**config.mk**
```make
export PLATFORM = sky130hd
export DESIGN_NAME = dpm_core
export DESIGN_NICKNAME = d
export VERILOG_FILES = /design/src/dpm_pkg.sv /design/src/dpm_core.sv
export SDC_FILE = /design/constraint.sdc
export NUM_CORES = 1
export LEC_CHECK = 0
export ABC_AREA = 1
export BUFFER_PORTS_ARGS = -buffer_cell sky130_fd_sc_hd__buf_2
export CAP_MARGIN = 20
export CORE_MARGIN = 2
export CORE_UTILIZATION = 45
export CTS_BUF_LIST = sky130_fd_sc_hd__clkbuf_8 sky130_fd_sc_hd__clkbuf_16
export CTS_CLUSTER_DIAMETER = 150
export DETAILED_ROUTE_END_ITERATION = 8
export PLACE_DENSITY = 0.77
export SLEW_MARGIN = 5
export SYNTH_ARGS = -nofsm -noshare
export SYNTH_HDL_FRONTEND = slang
export SYNTH_SLANG_ARGS = --single-unit
```
**constraint.sdc**
```tcl
create_clock -name pclk -period 1.6 [get_ports pclk]
set_input_delay 0.16 -clock pclk [delete_from_list [all_inputs] [get_ports pclk]]
set_output_delay 0.16 -clock pclk [all_outputs]
set_load 0.005 [all_outputs]
```
**src/dpm_pkg.sv**
```systemverilog
// shared constants and carriers of the dual loop mode and status block
package dpm_pkg;

  // serial word: 20 data bits above 2 address bits
  localparam int WORD_W = 22;
  localparam int ADDR_W = 2;
  localparam int MODE_LSB = 17; // word bit 15 sits at shift bit 17
  localparam int MODE_W = 5;
  localparam int PWDN_POS = 21; // word bit 19 of a feedback word

  // address codes of the serial words
  localparam logic [1:0] ADDR_AUX_REF = 2'h0;
  localparam logic [1:0] ADDR_AUX_FB = 2'h1;
  localparam logic [1:0] ADDR_MAIN_REF = 2'h2;
  localparam logic [1:0] ADDR_MAIN_FB = 2'h3;

  // field positions inside a loop's mode bits
  localparam int POL_BIT = 0;
  localparam int GAIN_BIT = 1;
  localparam int HIZ_BIT = 2;
  localparam int SEL0_BIT = 3;
  localparam int SEL1_BIT = 4;

  // synchroniser lane positions
  localparam int SY_SCLK = 0;
  localparam int SY_SDATA = 1;
  localparam int SY_LOAD = 2;
  localparam int SY_MLOCK = 3;
  localparam int SY_ALOCK = 4;
  localparam int SY_MREF = 5;
  localparam int SY_AREF = 6;
  localparam int SY_MFB = 7;
  localparam int SY_AFB = 8;
  localparam int SY_PIN = 9;
  localparam int SY_W = 10;

  // apb register byte offsets
  localparam logic [7:0] OFS_MODE = 8'h00;
  localparam logic [7:0] OFS_CTRL = 8'h04;
  localparam logic [7:0] OFS_IRQ_STAT = 8'h08;
  localparam logic [7:0] OFS_IRQ_MASK = 8'h0c;
  localparam logic [7:0] OFS_LINK = 8'h10;

  // control register bits and reset value
  localparam int CTRL_LOAD_EN = 0;
  localparam int CTRL_PIN_OFF = 1;
  localparam logic [1:0] CTRL_RST = 2'h1;

  // interrupt events
  localparam int EV_LOADED = 0;
  localparam int EV_MAIN_LOST = 1;
  localparam int EV_AUX_LOST = 2;
  localparam int EV_W = 3;

  // per loop controls toward the analog side
  typedef struct packed {
    logic pump_high_impedance_bit; // pump output released
    logic pump_current_gain_bit; // 1 high level, 0 quarter level
    logic detector_polarity_bit; // detector sense
    logic counter_reset; // hold reference and feedback counters
  } dpm_loop_ctl_t;

  // all state of the core
  typedef struct packed {
    logic [SY_W-1:0] sync1; // first synchroniser stage
    logic [SY_W-1:0] sync2; // second synchroniser stage
    logic sclk_prev; // previous serial clock level
    logic load_prev; // previous load level
    logic [1:0] lock_prev; // previous lock levels, main then aux
    logic [WORD_W-1:0] shift; // serial shift register
    logic [MODE_W-1:0] main_mode; // latched main mode bits
    logic [MODE_W-1:0] aux_mode; // latched aux mode bits
    logic main_pwdn; // main loop powered down
    logic aux_pwdn; // aux loop powered down
    logic [1:0] ctrl; // software control bits
    logic [EV_W-1:0] irq_stat; // sticky events
    logic [EV_W-1:0] irq_mask; // event enables
    logic pin_low; // status pin pulled low
    dpm_loop_ctl_t main_ctl; // main loop controls
    dpm_loop_ctl_t aux_ctl; // aux loop controls
  } dpm_state_t;

endpackage

```
**src/dpm_core.sv**
```systemverilog
// The register addresses and the APB interface to the registers were left to the implementer.
module dpm_core (
  input wire logic pclk, // system clock
  input wire logic presetn, // async reset, low active
  input wire logic psel, // apb select
  input wire logic penable, // apb access phase
  input wire logic pwrite, // apb write
  input wire logic [7:0] paddr, // apb byte address
  input wire logic [31:0] pwdata, // apb write data
  output logic [31:0] prdata, // apb read data
  output logic pready, // apb ready
  output logic pslverr, // apb error on unmapped address
  input wire logic ser_clk, // serial shift clock
  input wire logic ser_data, // serial data
  input wire logic ser_load, // serial latch enable
  input wire logic main_lock, // main loop lock indication
  input wire logic aux_lock, // aux loop lock indication
  input wire logic main_ref_div, // main reference divider output
  input wire logic aux_ref_div, // aux reference divider output
  input wire logic main_fb_div, // main feedback divider output
  input wire logic aux_fb_div, // aux feedback divider output
  input wire logic status_pin_in, // multifunction_status_pin level
  output logic status_pin_out, // pin drive value, always low
  output logic status_pin_oe_n, // low while pin pulled low
  output dpm_pkg::dpm_loop_ctl_t main_ctl, // main loop controls
  output dpm_pkg::dpm_loop_ctl_t aux_ctl, // aux loop controls
  output logic irq // level interrupt
);

  dpm_pkg::dpm_state_t st; // registered state
  dpm_pkg::dpm_state_t next_st; // next state

  // apb decode
  logic acc; // access phase of a transfer
  logic hit; // address maps a register
  logic [31:0] rd; // read mux

  assign acc = psel & penable;
  assign pready = acc;
  assign hit = (paddr == dpm_pkg::OFS_MODE) | (paddr == dpm_pkg::OFS_CTRL)
             | (paddr == dpm_pkg::OFS_IRQ_STAT) | (paddr == dpm_pkg::OFS_IRQ_MASK)
             | (paddr == dpm_pkg::OFS_LINK);
  assign pslverr = acc & ~hit;

  // read data mux over registered state
  always_comb begin
    rd = 32'h0;
    case (paddr)
      dpm_pkg::OFS_MODE: begin
        rd = {20'h0, st.main_pwdn, st.aux_pwdn, st.main_mode, st.aux_mode};
      end
      dpm_pkg::OFS_CTRL: begin
        rd = {30'h0, st.ctrl};
      end
      dpm_pkg::OFS_IRQ_STAT: begin
        rd = {29'h0, st.irq_stat};
      end
      dpm_pkg::OFS_IRQ_MASK: begin
        rd = {29'h0, st.irq_mask};
      end
      dpm_pkg::OFS_LINK: begin
        rd = {24'h0, st.sync2[dpm_pkg::SY_PIN], st.pin_low,
              st.main_ctl.counter_reset, st.aux_ctl.counter_reset,
              st.main_ctl.pump_high_impedance_bit, st.aux_ctl.pump_high_impedance_bit,
              st.sync2[dpm_pkg::SY_MLOCK], st.sync2[dpm_pkg::SY_ALOCK]};
      end
      default: begin
        rd = 32'h0; // unmapped reads as zero
      end
    endcase
  end

  assign prdata = (acc & ~pwrite) ? rd : 32'h0;

  // outputs from the state
  assign status_pin_out = 1'b0;
  assign status_pin_oe_n = ~st.pin_low;
  assign main_ctl = st.main_ctl;
  assign aux_ctl = st.aux_ctl;
  assign irq = |(st.irq_stat & st.irq_mask);

  // next state
  always_comb begin
    logic sclk_rise; // serial clock rising edge seen
    logic load_rise; // load rising edge seen
    logic [1:0] addr; // address of the shifted word
    logic [dpm_pkg::EV_W-1:0] ev; // events of this cycle
    logic [3:0] sel; // main18, aux18, main19, aux19
    logic m_rst; // main reset selection
    logic a_rst; // aux reset selection
    logic m_lk; // synced main lock
    logic a_lk; // synced aux lock
    sclk_rise = 1'b0;
    load_rise = 1'b0;
    addr = 2'h0;
    ev = '0;
    sel = 4'h0;
    m_rst = 1'b0;
    a_rst = 1'b0;
    m_lk = 1'b0;
    a_lk = 1'b0;
    next_st = st;

    // two stage synchroniser of every outside input
    next_st.sync1 = {status_pin_in, aux_fb_div, main_fb_div, aux_ref_div, main_ref_div,
                     aux_lock, main_lock, ser_load, ser_data, ser_clk};
    next_st.sync2 = st.sync1;

    // edge detection on the second stage only
    next_st.sclk_prev = st.sync2[dpm_pkg::SY_SCLK];
    next_st.load_prev = st.sync2[dpm_pkg::SY_LOAD];
    sclk_rise = st.sync2[dpm_pkg::SY_SCLK] & ~st.sclk_prev;
    load_rise = st.sync2[dpm_pkg::SY_LOAD] & ~st.load_prev;
    m_lk = st.sync2[dpm_pkg::SY_MLOCK];
    a_lk = st.sync2[dpm_pkg::SY_ALOCK];
    next_st.lock_prev = {m_lk, a_lk};

    // shift on each serial clock rising edge, first bit ends at the top
    if (sclk_rise) begin
      next_st.shift = {st.shift[dpm_pkg::WORD_W-2:0], st.sync2[dpm_pkg::SY_SDATA]};
    end

    // latch at load; power-down state does not block it
    addr = st.shift[dpm_pkg::ADDR_W-1:0];
    if (load_rise && st.ctrl[dpm_pkg::CTRL_LOAD_EN]) begin
      ev[dpm_pkg::EV_LOADED] = 1'b1;
      case (addr)
        dpm_pkg::ADDR_AUX_REF: begin
          next_st.aux_mode = st.shift[dpm_pkg::MODE_LSB +: dpm_pkg::MODE_W];
        end
        dpm_pkg::ADDR_MAIN_REF: begin
          next_st.main_mode = st.shift[dpm_pkg::MODE_LSB +: dpm_pkg::MODE_W];
        end
        dpm_pkg::ADDR_AUX_FB: begin
          next_st.aux_pwdn = st.shift[dpm_pkg::PWDN_POS];
        end
        default: begin
          next_st.main_pwdn = st.shift[dpm_pkg::PWDN_POS];
        end
      endcase
    end

    // status pin selection from the latched modes
    sel = {st.main_mode[dpm_pkg::SEL0_BIT], st.aux_mode[dpm_pkg::SEL0_BIT],
           st.main_mode[dpm_pkg::SEL1_BIT], st.aux_mode[dpm_pkg::SEL1_BIT]};
    next_st.pin_low = 1'b0; // released by default
    case (sel)
      4'h0: begin
        next_st.pin_low = 1'b0; // disabled
      end
      4'h4: begin
        next_st.pin_low = ~a_lk;
      end
      4'h8: begin
        next_st.pin_low = ~m_lk;
      end
      4'hc: begin
        next_st.pin_low = ~(m_lk & a_lk);
      end
      4'h1, 4'h9: begin
        next_st.pin_low = ~st.sync2[dpm_pkg::SY_AREF];
      end
      4'h2, 4'ha: begin
        next_st.pin_low = ~st.sync2[dpm_pkg::SY_MREF];
      end
      4'h5, 4'hd: begin
        next_st.pin_low = ~st.sync2[dpm_pkg::SY_AFB];
      end
      4'h6, 4'he: begin
        next_st.pin_low = ~st.sync2[dpm_pkg::SY_MFB];
      end
      4'h3: begin
        next_st.pin_low = st.main_mode[dpm_pkg::GAIN_BIT];
      end
      4'h7: begin
        a_rst = 1'b1;
      end
      4'hb: begin
        m_rst = 1'b1;
      end
      4'hf: begin
        a_rst = 1'b1;
        m_rst = 1'b1;
      end
      default: begin
        next_st.pin_low = 1'b0;
      end
    endcase
    // software may force the pin released
    if (st.ctrl[dpm_pkg::CTRL_PIN_OFF]) begin
      next_st.pin_low = 1'b0;
    end

    // loop controls; both counters of a loop share one reset so they restart together
    next_st.main_ctl.pump_high_impedance_bit = st.main_mode[dpm_pkg::HIZ_BIT] | m_rst;
    next_st.aux_ctl.pump_high_impedance_bit = st.aux_mode[dpm_pkg::HIZ_BIT] | a_rst;
    next_st.main_ctl.pump_current_gain_bit = st.main_mode[dpm_pkg::GAIN_BIT];
    next_st.aux_ctl.pump_current_gain_bit = st.aux_mode[dpm_pkg::GAIN_BIT];
    next_st.main_ctl.detector_polarity_bit = st.main_mode[dpm_pkg::POL_BIT];
    next_st.aux_ctl.detector_polarity_bit = st.aux_mode[dpm_pkg::POL_BIT];
    next_st.main_ctl.counter_reset = m_rst | st.main_pwdn;
    next_st.aux_ctl.counter_reset = a_rst | st.aux_pwdn;

    // lock loss events
    ev[dpm_pkg::EV_MAIN_LOST] = st.lock_prev[1] & ~m_lk;
    ev[dpm_pkg::EV_AUX_LOST] = st.lock_prev[0] & ~a_lk;

    // apb writes and read-clear; a new event wins over the clear
    if (acc && pwrite && paddr == dpm_pkg::OFS_CTRL) begin
      next_st.ctrl = pwdata[1:0];
    end
    if (acc && pwrite && paddr == dpm_pkg::OFS_IRQ_MASK) begin
      next_st.irq_mask = pwdata[dpm_pkg::EV_W-1:0];
    end
    if (acc && !pwrite && paddr == dpm_pkg::OFS_IRQ_STAT) begin
      next_st.irq_stat = ev;
    end else begin
      next_st.irq_stat = st.irq_stat | ev;
    end
  end

  // state register
  always_ff @(posedge pclk or negedge presetn) begin
    if (!presetn) begin
      st <= '0;
      st.ctrl <= dpm_pkg::CTRL_RST;
    end else begin
      st <= next_st;
    end
  end

endmodule

```
==> results of run 1 <==
-- cells in the mapped netlist, types with 3 or more instances --
library cell | number | share of area [%]
nor2_1 | 16 | 1.9
nor2_2 | 4 | 0.77
mux2_2 | 13 | 4.5
nand2_1 | 61 | 7.1
o21ai_0 | 27 | 4.2
inv_1 | 31 | 3.6
nand2_2 | 5 | 0.97
dfrtp_1 | 74 | 57
nand2_4 | 3 | 1.0
buf_4 | 29 | 6.7
a21oi_2 | 7 | 1.9
a21oi_1 | 3 | 0.46
nor3_1 | 7 | 1.1
nand3_1 | 23 | 3.6
-- cells by family after synthesis --
family,after synthesis,synth area share [%]
simple gates,125,18.3
buf+inv,65,11.1
mux,13,4.53
compound gates,42,7.89
other cells,1,0.116
flops,75,58.1
-- final cells by class --
class                           instances  area, µm²
Clock inverter                          5       60.1
Tap cell                               96        120
Timing Repair Buffer                   65        418
Multi-Input combinational cell        201       1070
Sequential cell                        75       1880
Clock buffer                           11        151
Fill cell                             595       3040
Inverter                               33        126
-- registers in the layout, summed over array words and instances, names as in the netlist --
register  count
st           49
next_st      18
main_ctl      4
aux_ctl       4
-- what timing repair did --
action,CTS,global route
hold buffers,11,0
buffers inserted,0,0
hold endpoints to repair,84,0
-- through the flow --
stage	instances	power, µW	worst slack, ns	hold WS [ns]
finish	486	4080	0.110	0.0479
global route	486	4310	0.0193	0.0420
CTS	486	4140	0.0851	0.0359
detailed placement	459	2620	0.248	0.0485
global placement	459	2590	0.278	0.0440
floorplan	341	2490	0.468	-0.136
-- per-layer routing --
| layer | share of wire, % | wire (µm) |
|---|---|---|
| met4 | 1.3 | 70 |
| met3 | 6.1 | 336 |
| met1 | 47 | 2560 |
| met2 | 46 | 2500 |
| met5 | 0 | 0 |
-- power by group through the flow --
stage / registers, µW / clock network, µW / logic [µW]
CTS: 2210 / 1540 / 394
floorplan: 2210 / 0 / 282
detailed placement: 2240 / 0 / 373
global placement: 2230 / 0 / 354
finish: 2210 / 1480 / 385
global route: 2240 / 1630 / 442
-- final timing paths --
check / slack [ns] / end / startpoint
max: 0.11 / prdata[0] / st[15]
min: 0.05 / st[15] / pwdata[0]
max reg2reg: 0.26 / st[43] / next_st[54]
min reg2reg: 0.35 / next_st[51] / next_st[59]
max in group asynchronous: 0.87 / st[15] / presetn
min in group asynchronous: 0.21 / st[53] / presetn
-- worst max-delay path: stages, from the launching register on --
cell and delay (ns):
dfstp_2 0.56, nand3_1 0.08, nand2_1 0.07, nor2_1 0.04, a21oi_2 0.11, buf_2 0.12
==> run metrics, run 1 <==
DRC=0; Syn Inst Count=321; area grow syn2layout=18.3%; Crit Path Class=flip-flop to primary output; post-DR vias/cell=4.49; max cap viols=0; drt wl/cell=11.3 µm; DR vias=2183; die height=88.8 µm; VDD IR max=0.000810 V; clk sinks=75; clock root buffer=clkbuf_8; internal power=3110 µW; CP Launch Type=flip-flop; Ant. Diodes=0; WP data arrival=1.33 ns; Worst-path clk slew=0.07 ns; die area=7880 µm²; I/O Buffers=49; Global Route met1 Usage=20.9%; Core Region=6870 µm²; Nets=440; gr usage total=15.5%; number of buffers created by CTS=9; CTS tree=yes; GR Layer Usage met2=23.4%; Max-slew headroom=61.3%; P_sw=965 µW; iteration-0 DRC count of the detailed router=140; Fmax=671 MHz; sequential share of the synthesized area=58.1%; commonest non-fill, non-tap cell in the layout=dfrtp_1; Max clock buf depth=2; vias in the first global route=1961; required time worst endpoint=1.44 ns; Unique masters post-synth=26; Worst Tran Pin Value=0.579 ns; Main synth FF type=dfrtp_1; hold crit path type=input port to flip-flop; post-CTS sizing=0; met3 GRT Util=5.32%; Synth warnings=0; post-route ant nets=0; GR peak layer=met2; Post-DP HPWL=3990 µm; crit path max fanout=3; setup TNS=0 ns; share of total power in combinational logic=9.4%; drt total wl=5470 µm; max-slew violation count=0; number of flops mapped to enable cells by yosys=0; chip width=88.8 µm; commonest cells after routing, fill and taps aside=74 x dfrtp_1, 61 x nand2_1, 49 x buf_2; layout cells sized above 1=28.7%; first-pass GRT wire length=9130 µm; IO Pins=100; initial core utilization=47.1%; Fin. Hold Viols=0; asr flop ratio synth=100%; #FFs+latches synth=75; Seq pwr share=54.1%; period utilization=93.1%; clk_skew=0.00344 ns; largest net degree at the start of global routing=38; initial antenna violation count=0; clock share of power=36.4%; row count=30; Worst Reg2Reg Path Length in Cells=2; gpl congestion=0.865; leakage power=0.00192 µW; Syn Area/Cell=10.1 µm²; Final Cell Area=3830 µm²; drt first pass iters=4; worst skew pair latency=0.34 ns; Worst setup EP type=primary output; grt ovf=0; Util after Layout=55.7%; RSZ-0062 raised after global routing=no; status=complete, no violations; pwr/cell area=1070 nW/µm²; CTS H-tree depth=3; Net Sw Frac=23.7%; worst hold stages=3; Area after DPL=3500 µm²; minimum clock period=1.49 ns; Post-Syn Area=3230 µm²; setup violators final=0
(Power assumes the default switching activity.)
==> run 2: changes to the inputs <==
--- a/config.mk
+++ b/config.mk
@@ -5,13 +5,13 @@
 export SDC_FILE = /design/constraint.sdc
 export NUM_CORES = 1
 export LEC_CHECK = 0
-export ABC_AREA = 1
 export BUFFER_PORTS_ARGS = -buffer_cell sky130_fd_sc_hd__buf_2
 export CAP_MARGIN = 20
 export CORE_MARGIN = 2
 export CORE_UTILIZATION = 45
 export CTS_BUF_LIST = sky130_fd_sc_hd__clkbuf_8 sky130_fd_sc_hd__clkbuf_16
 export CTS_CLUSTER_DIAMETER = 150
+export CTS_CLUSTER_SIZE = 14
 export DETAILED_ROUTE_END_ITERATION = 8
 export PLACE_DENSITY = 0.77
 export SLEW_MARGIN = 5
==> run 2 against run 1 <==
  * Synthesized cell count fell by 26%
  * Non-clock buffer count rose by 12
  * Utilization rose by 1.2 points
  * Hold slack lost 0.012 ns
  * Sequential cell count is the same
  * Largest cell class unchanged
  * Cell count fell by 16%
  * Worst setup slack worse by 0.27 ns
  * Sequential power about the same
  * Clock power grew 5%
  * Combinational power rose by 2%
  * Highest routed layer unchanged
  * The run now ends with negative setup slack left
  * First-iteration DRC count fell by 6.4%
==> run metrics, run 2 <==
status=finished with violations; failing checks=negative setup slack; total chip power=4160 µW (+2.1%); leakage power=0.00196 µW (+1.9%); chip width=88.2 µm (-0.59%); setup violators final=11 (+11); CTS tree=yes; Non-Filler Instances=407 (-16%); sequential share of the synthesized area=58.8% (+0.73 points); gpl congestion=0.793 (-8.3%); CTS H-tree depth=3 (unchanged); worst skew pair latency=0.34 ns (about the same); drt first pass iters=4 (unchanged); top cells by area, synth=dfrtp_1 58%, mux2_2 13%, buf_4 6.8%, mux2i_1 4.1%, and2_1 1.2%; worst hold stages=2 (-1); Worst Reg2Reg Path Length in Cells=4 (+2); Most flops, register=st; clock root buffer=clkbuf_8; drt total wl=5470 µm (-0.13%); #FFs+latches synth=75 (unchanged); Crit Path Class=input port to primary output; Syn Area/Cell=13.5 µm² (+34%); Syn Inst Count=236 (-26%); gr usage total=15.0% (-0.42 points); initial antenna violation count=0 (unchanged); initial core utilization=46.7% (-0.33 points); CP Launch Type=input port; post-route ant nets=0 (unchanged); row count=30 (unchanged); Fin. Hold Viols=0 (unchanged); Largest register FFs=49 (unchanged); iteration-0 DRC count of the detailed router=131 (-6.4%); Area after DPL=3520 µm² (+0.39%); max-slew violation count=0 (unchanged); layout cells sized above 1=40.5% (+12 points); DRC=0 (unchanged); commonest cells after routing, fill and taps aside=74 x dfrtp_1, 47 x buf_2, 35 x mux2_2; Post-Syn Area=3190 µm² (-1.2%); Synth warnings=0 (unchanged); max cap viols=0 (unchanged); commonest non-fill, non-tap cell in the layout=dfrtp_1; Post-DP HPWL=3830 µm (-3.9%); vias in the first global route=1892 (-3.5%); VDD IR max=0.000690 V (-15%); Placed Cells=379 (-17%); number of buffers created by CTS=9 (unchanged); Nets=363 (-18%); period utilization=110% (+17 points); first-pass GRT wire length=8640 µm (-5.4%); pwr/cell area=1070 nW/µm² (+0.45%); Fmax=569 MHz (-15%); Ant. Diodes=0 (unchanged); required time worst endpoint=1.44 ns (about the same); hold crit path type=input port to flip-flop; die height=88.2 µm (-0.59%); largest net degree at the start of global routing=48 (+26%); crit path max fanout=5 (+2); post-DR vias/cell=4.85 (+7.9%); die area=7790 µm² (-1.2%); Worst setup EP type=primary output; drt wl/cell=13.4 µm (+19%); Synth top cells by count=74 x dfrtp_1, 36 x mux2_2, 29 x buf_4, 13 x mux2i_1, 10 x nor2_1; area grow syn2layout=21.7%; IO Pins=100 (unchanged); grt ovf=0 (unchanged); WP data arrival=1.60 ns (+0.27 ns); minimum clock period=1.76 ns (+0.267 ns); Core Region=6830 µm² (-0.55%); Synth top area share=58.0% (+0.72 points); clk_skew=0.00960 ns (+0.00616 ns); fin worst setup slack=-0.156 ns (-0.267 ns); Yosys top cell by area=dfrtp_1; number of flops mapped to enable cells by yosys=0 (unchanged); most common cell in the netlist=dfrtp_1; asr flop ratio synth=100% (unchanged); Max clock buf depth=2 (unchanged); Final Cell Area=3890 µm² (+1.6%); I/O Buffers=49 (unchanged); Worst-path clk slew=0.07 ns (about the same); DR vias=1972 (-9.7%); clk sinks=75 (unchanged); Unique masters post-synth=43 (+65%); RSZ-0062 raised after global routing=yes; Main synth FF type=dfrtp_1
## run 2: cell count changes in the layout (fill, tap and decap cells not counted), sizes merged, moves of 7 or more
| cell | delta |
|---|---|
| nor2 | -12 |
| nor3 | -7 |
| nand2 | -65 |
| nand3 | -23 |
| o21ai | -26 |
| inv | -29 |
| a21oi | -9 |
| buf | +12 |
| mux2i | +13 |
| mux2 | +26 |
## run 2: layer usage
layer	part of all wire, %	track usage [%]	up-vias
li1	-	-	916
met1	44	18.6	967
met2	48	24.7	78
met3	5.5	3.26	11
met4	2.2	8.26	0
met5	0	0	-
## run 2: path summary, 6_finish.rpt
kind                                   from     endpoint  slack, ns
worst max register to register       st[15]       st[21]       0.06
worst min-delay path              pwdata[2]       st[11]       0.04
worst max-delay path               paddr[0]    prdata[3]      -0.16
worst min register to register  next_st[57]  next_st[53]       0.34
min in group asynchronous           presetn  next_st[53]       0.28
max in group asynchronous           presetn       st[43]       0.76
## run 2: cell families after synthesis
| family | Yosys count | synth area share, % |
|---|---|---|
| flops | 75 | 58.8 |
| buf+inv | 41 | 8.50 |
| other cells | 1 | 0.117 |
| mux | 52 | 17.8 |
| compound gates | 15 | 3.68 |
| simple gates | 52 | 11.1 |
## run 2: power by group
group          internal (µW)  switching (µW)  total [µW]  leakage [µW]
sequential              2110             115        2220      0.000953
clock                    906             640        1550      0.000104
combinational            235             157         392      0.000901
total                   3250             912        4160       0.00196
## run 2: cell type report
type	instances	area, µm²
clock buffer	10	138
fill	583	2940
inverter	5	18.8
tap	96	120
timing repair buffer	77	517
sequential	75	1880
clock inverter	4	76.3
multi-input combinational	140	1140
## run 2: repair_timing
action | 4_1_cts | 5_1_grt
hold endpoints to repair | 37 | 0
setup buffers | 2 | 1
gates cloned | 0 | 0
resized for setup | 2 | 3
pin swaps | 3 | 5
hold buffers | 11 | 0
endpoints found under the setup margin | 11 | 17
## run 2: through the flow
stage | hold slack, ns | setup slack, ns | utilization, % | TNS, ns
global placement | 0.113 | -0.180 | 51.5 | -2.30
floorplan | -0.136 | -0.0140 | - | -0.0699
detailed placement | 0.120 | -0.207 | 51.5 | -2.47
finish | 0.0354 | -0.156 | 56.9 | -1.05
global route | 0.0429 | -0.186 | 56.9 | -1.86
CTS | 0.0191 | -0.156 | 56.7 | -1.18
## run 2: critical path, stage by stage
cell and delay (ns):
buf_6 0.09, or4_4 0.55, or4_4 0.54, nor2_1 0.13, buf_2 0.12
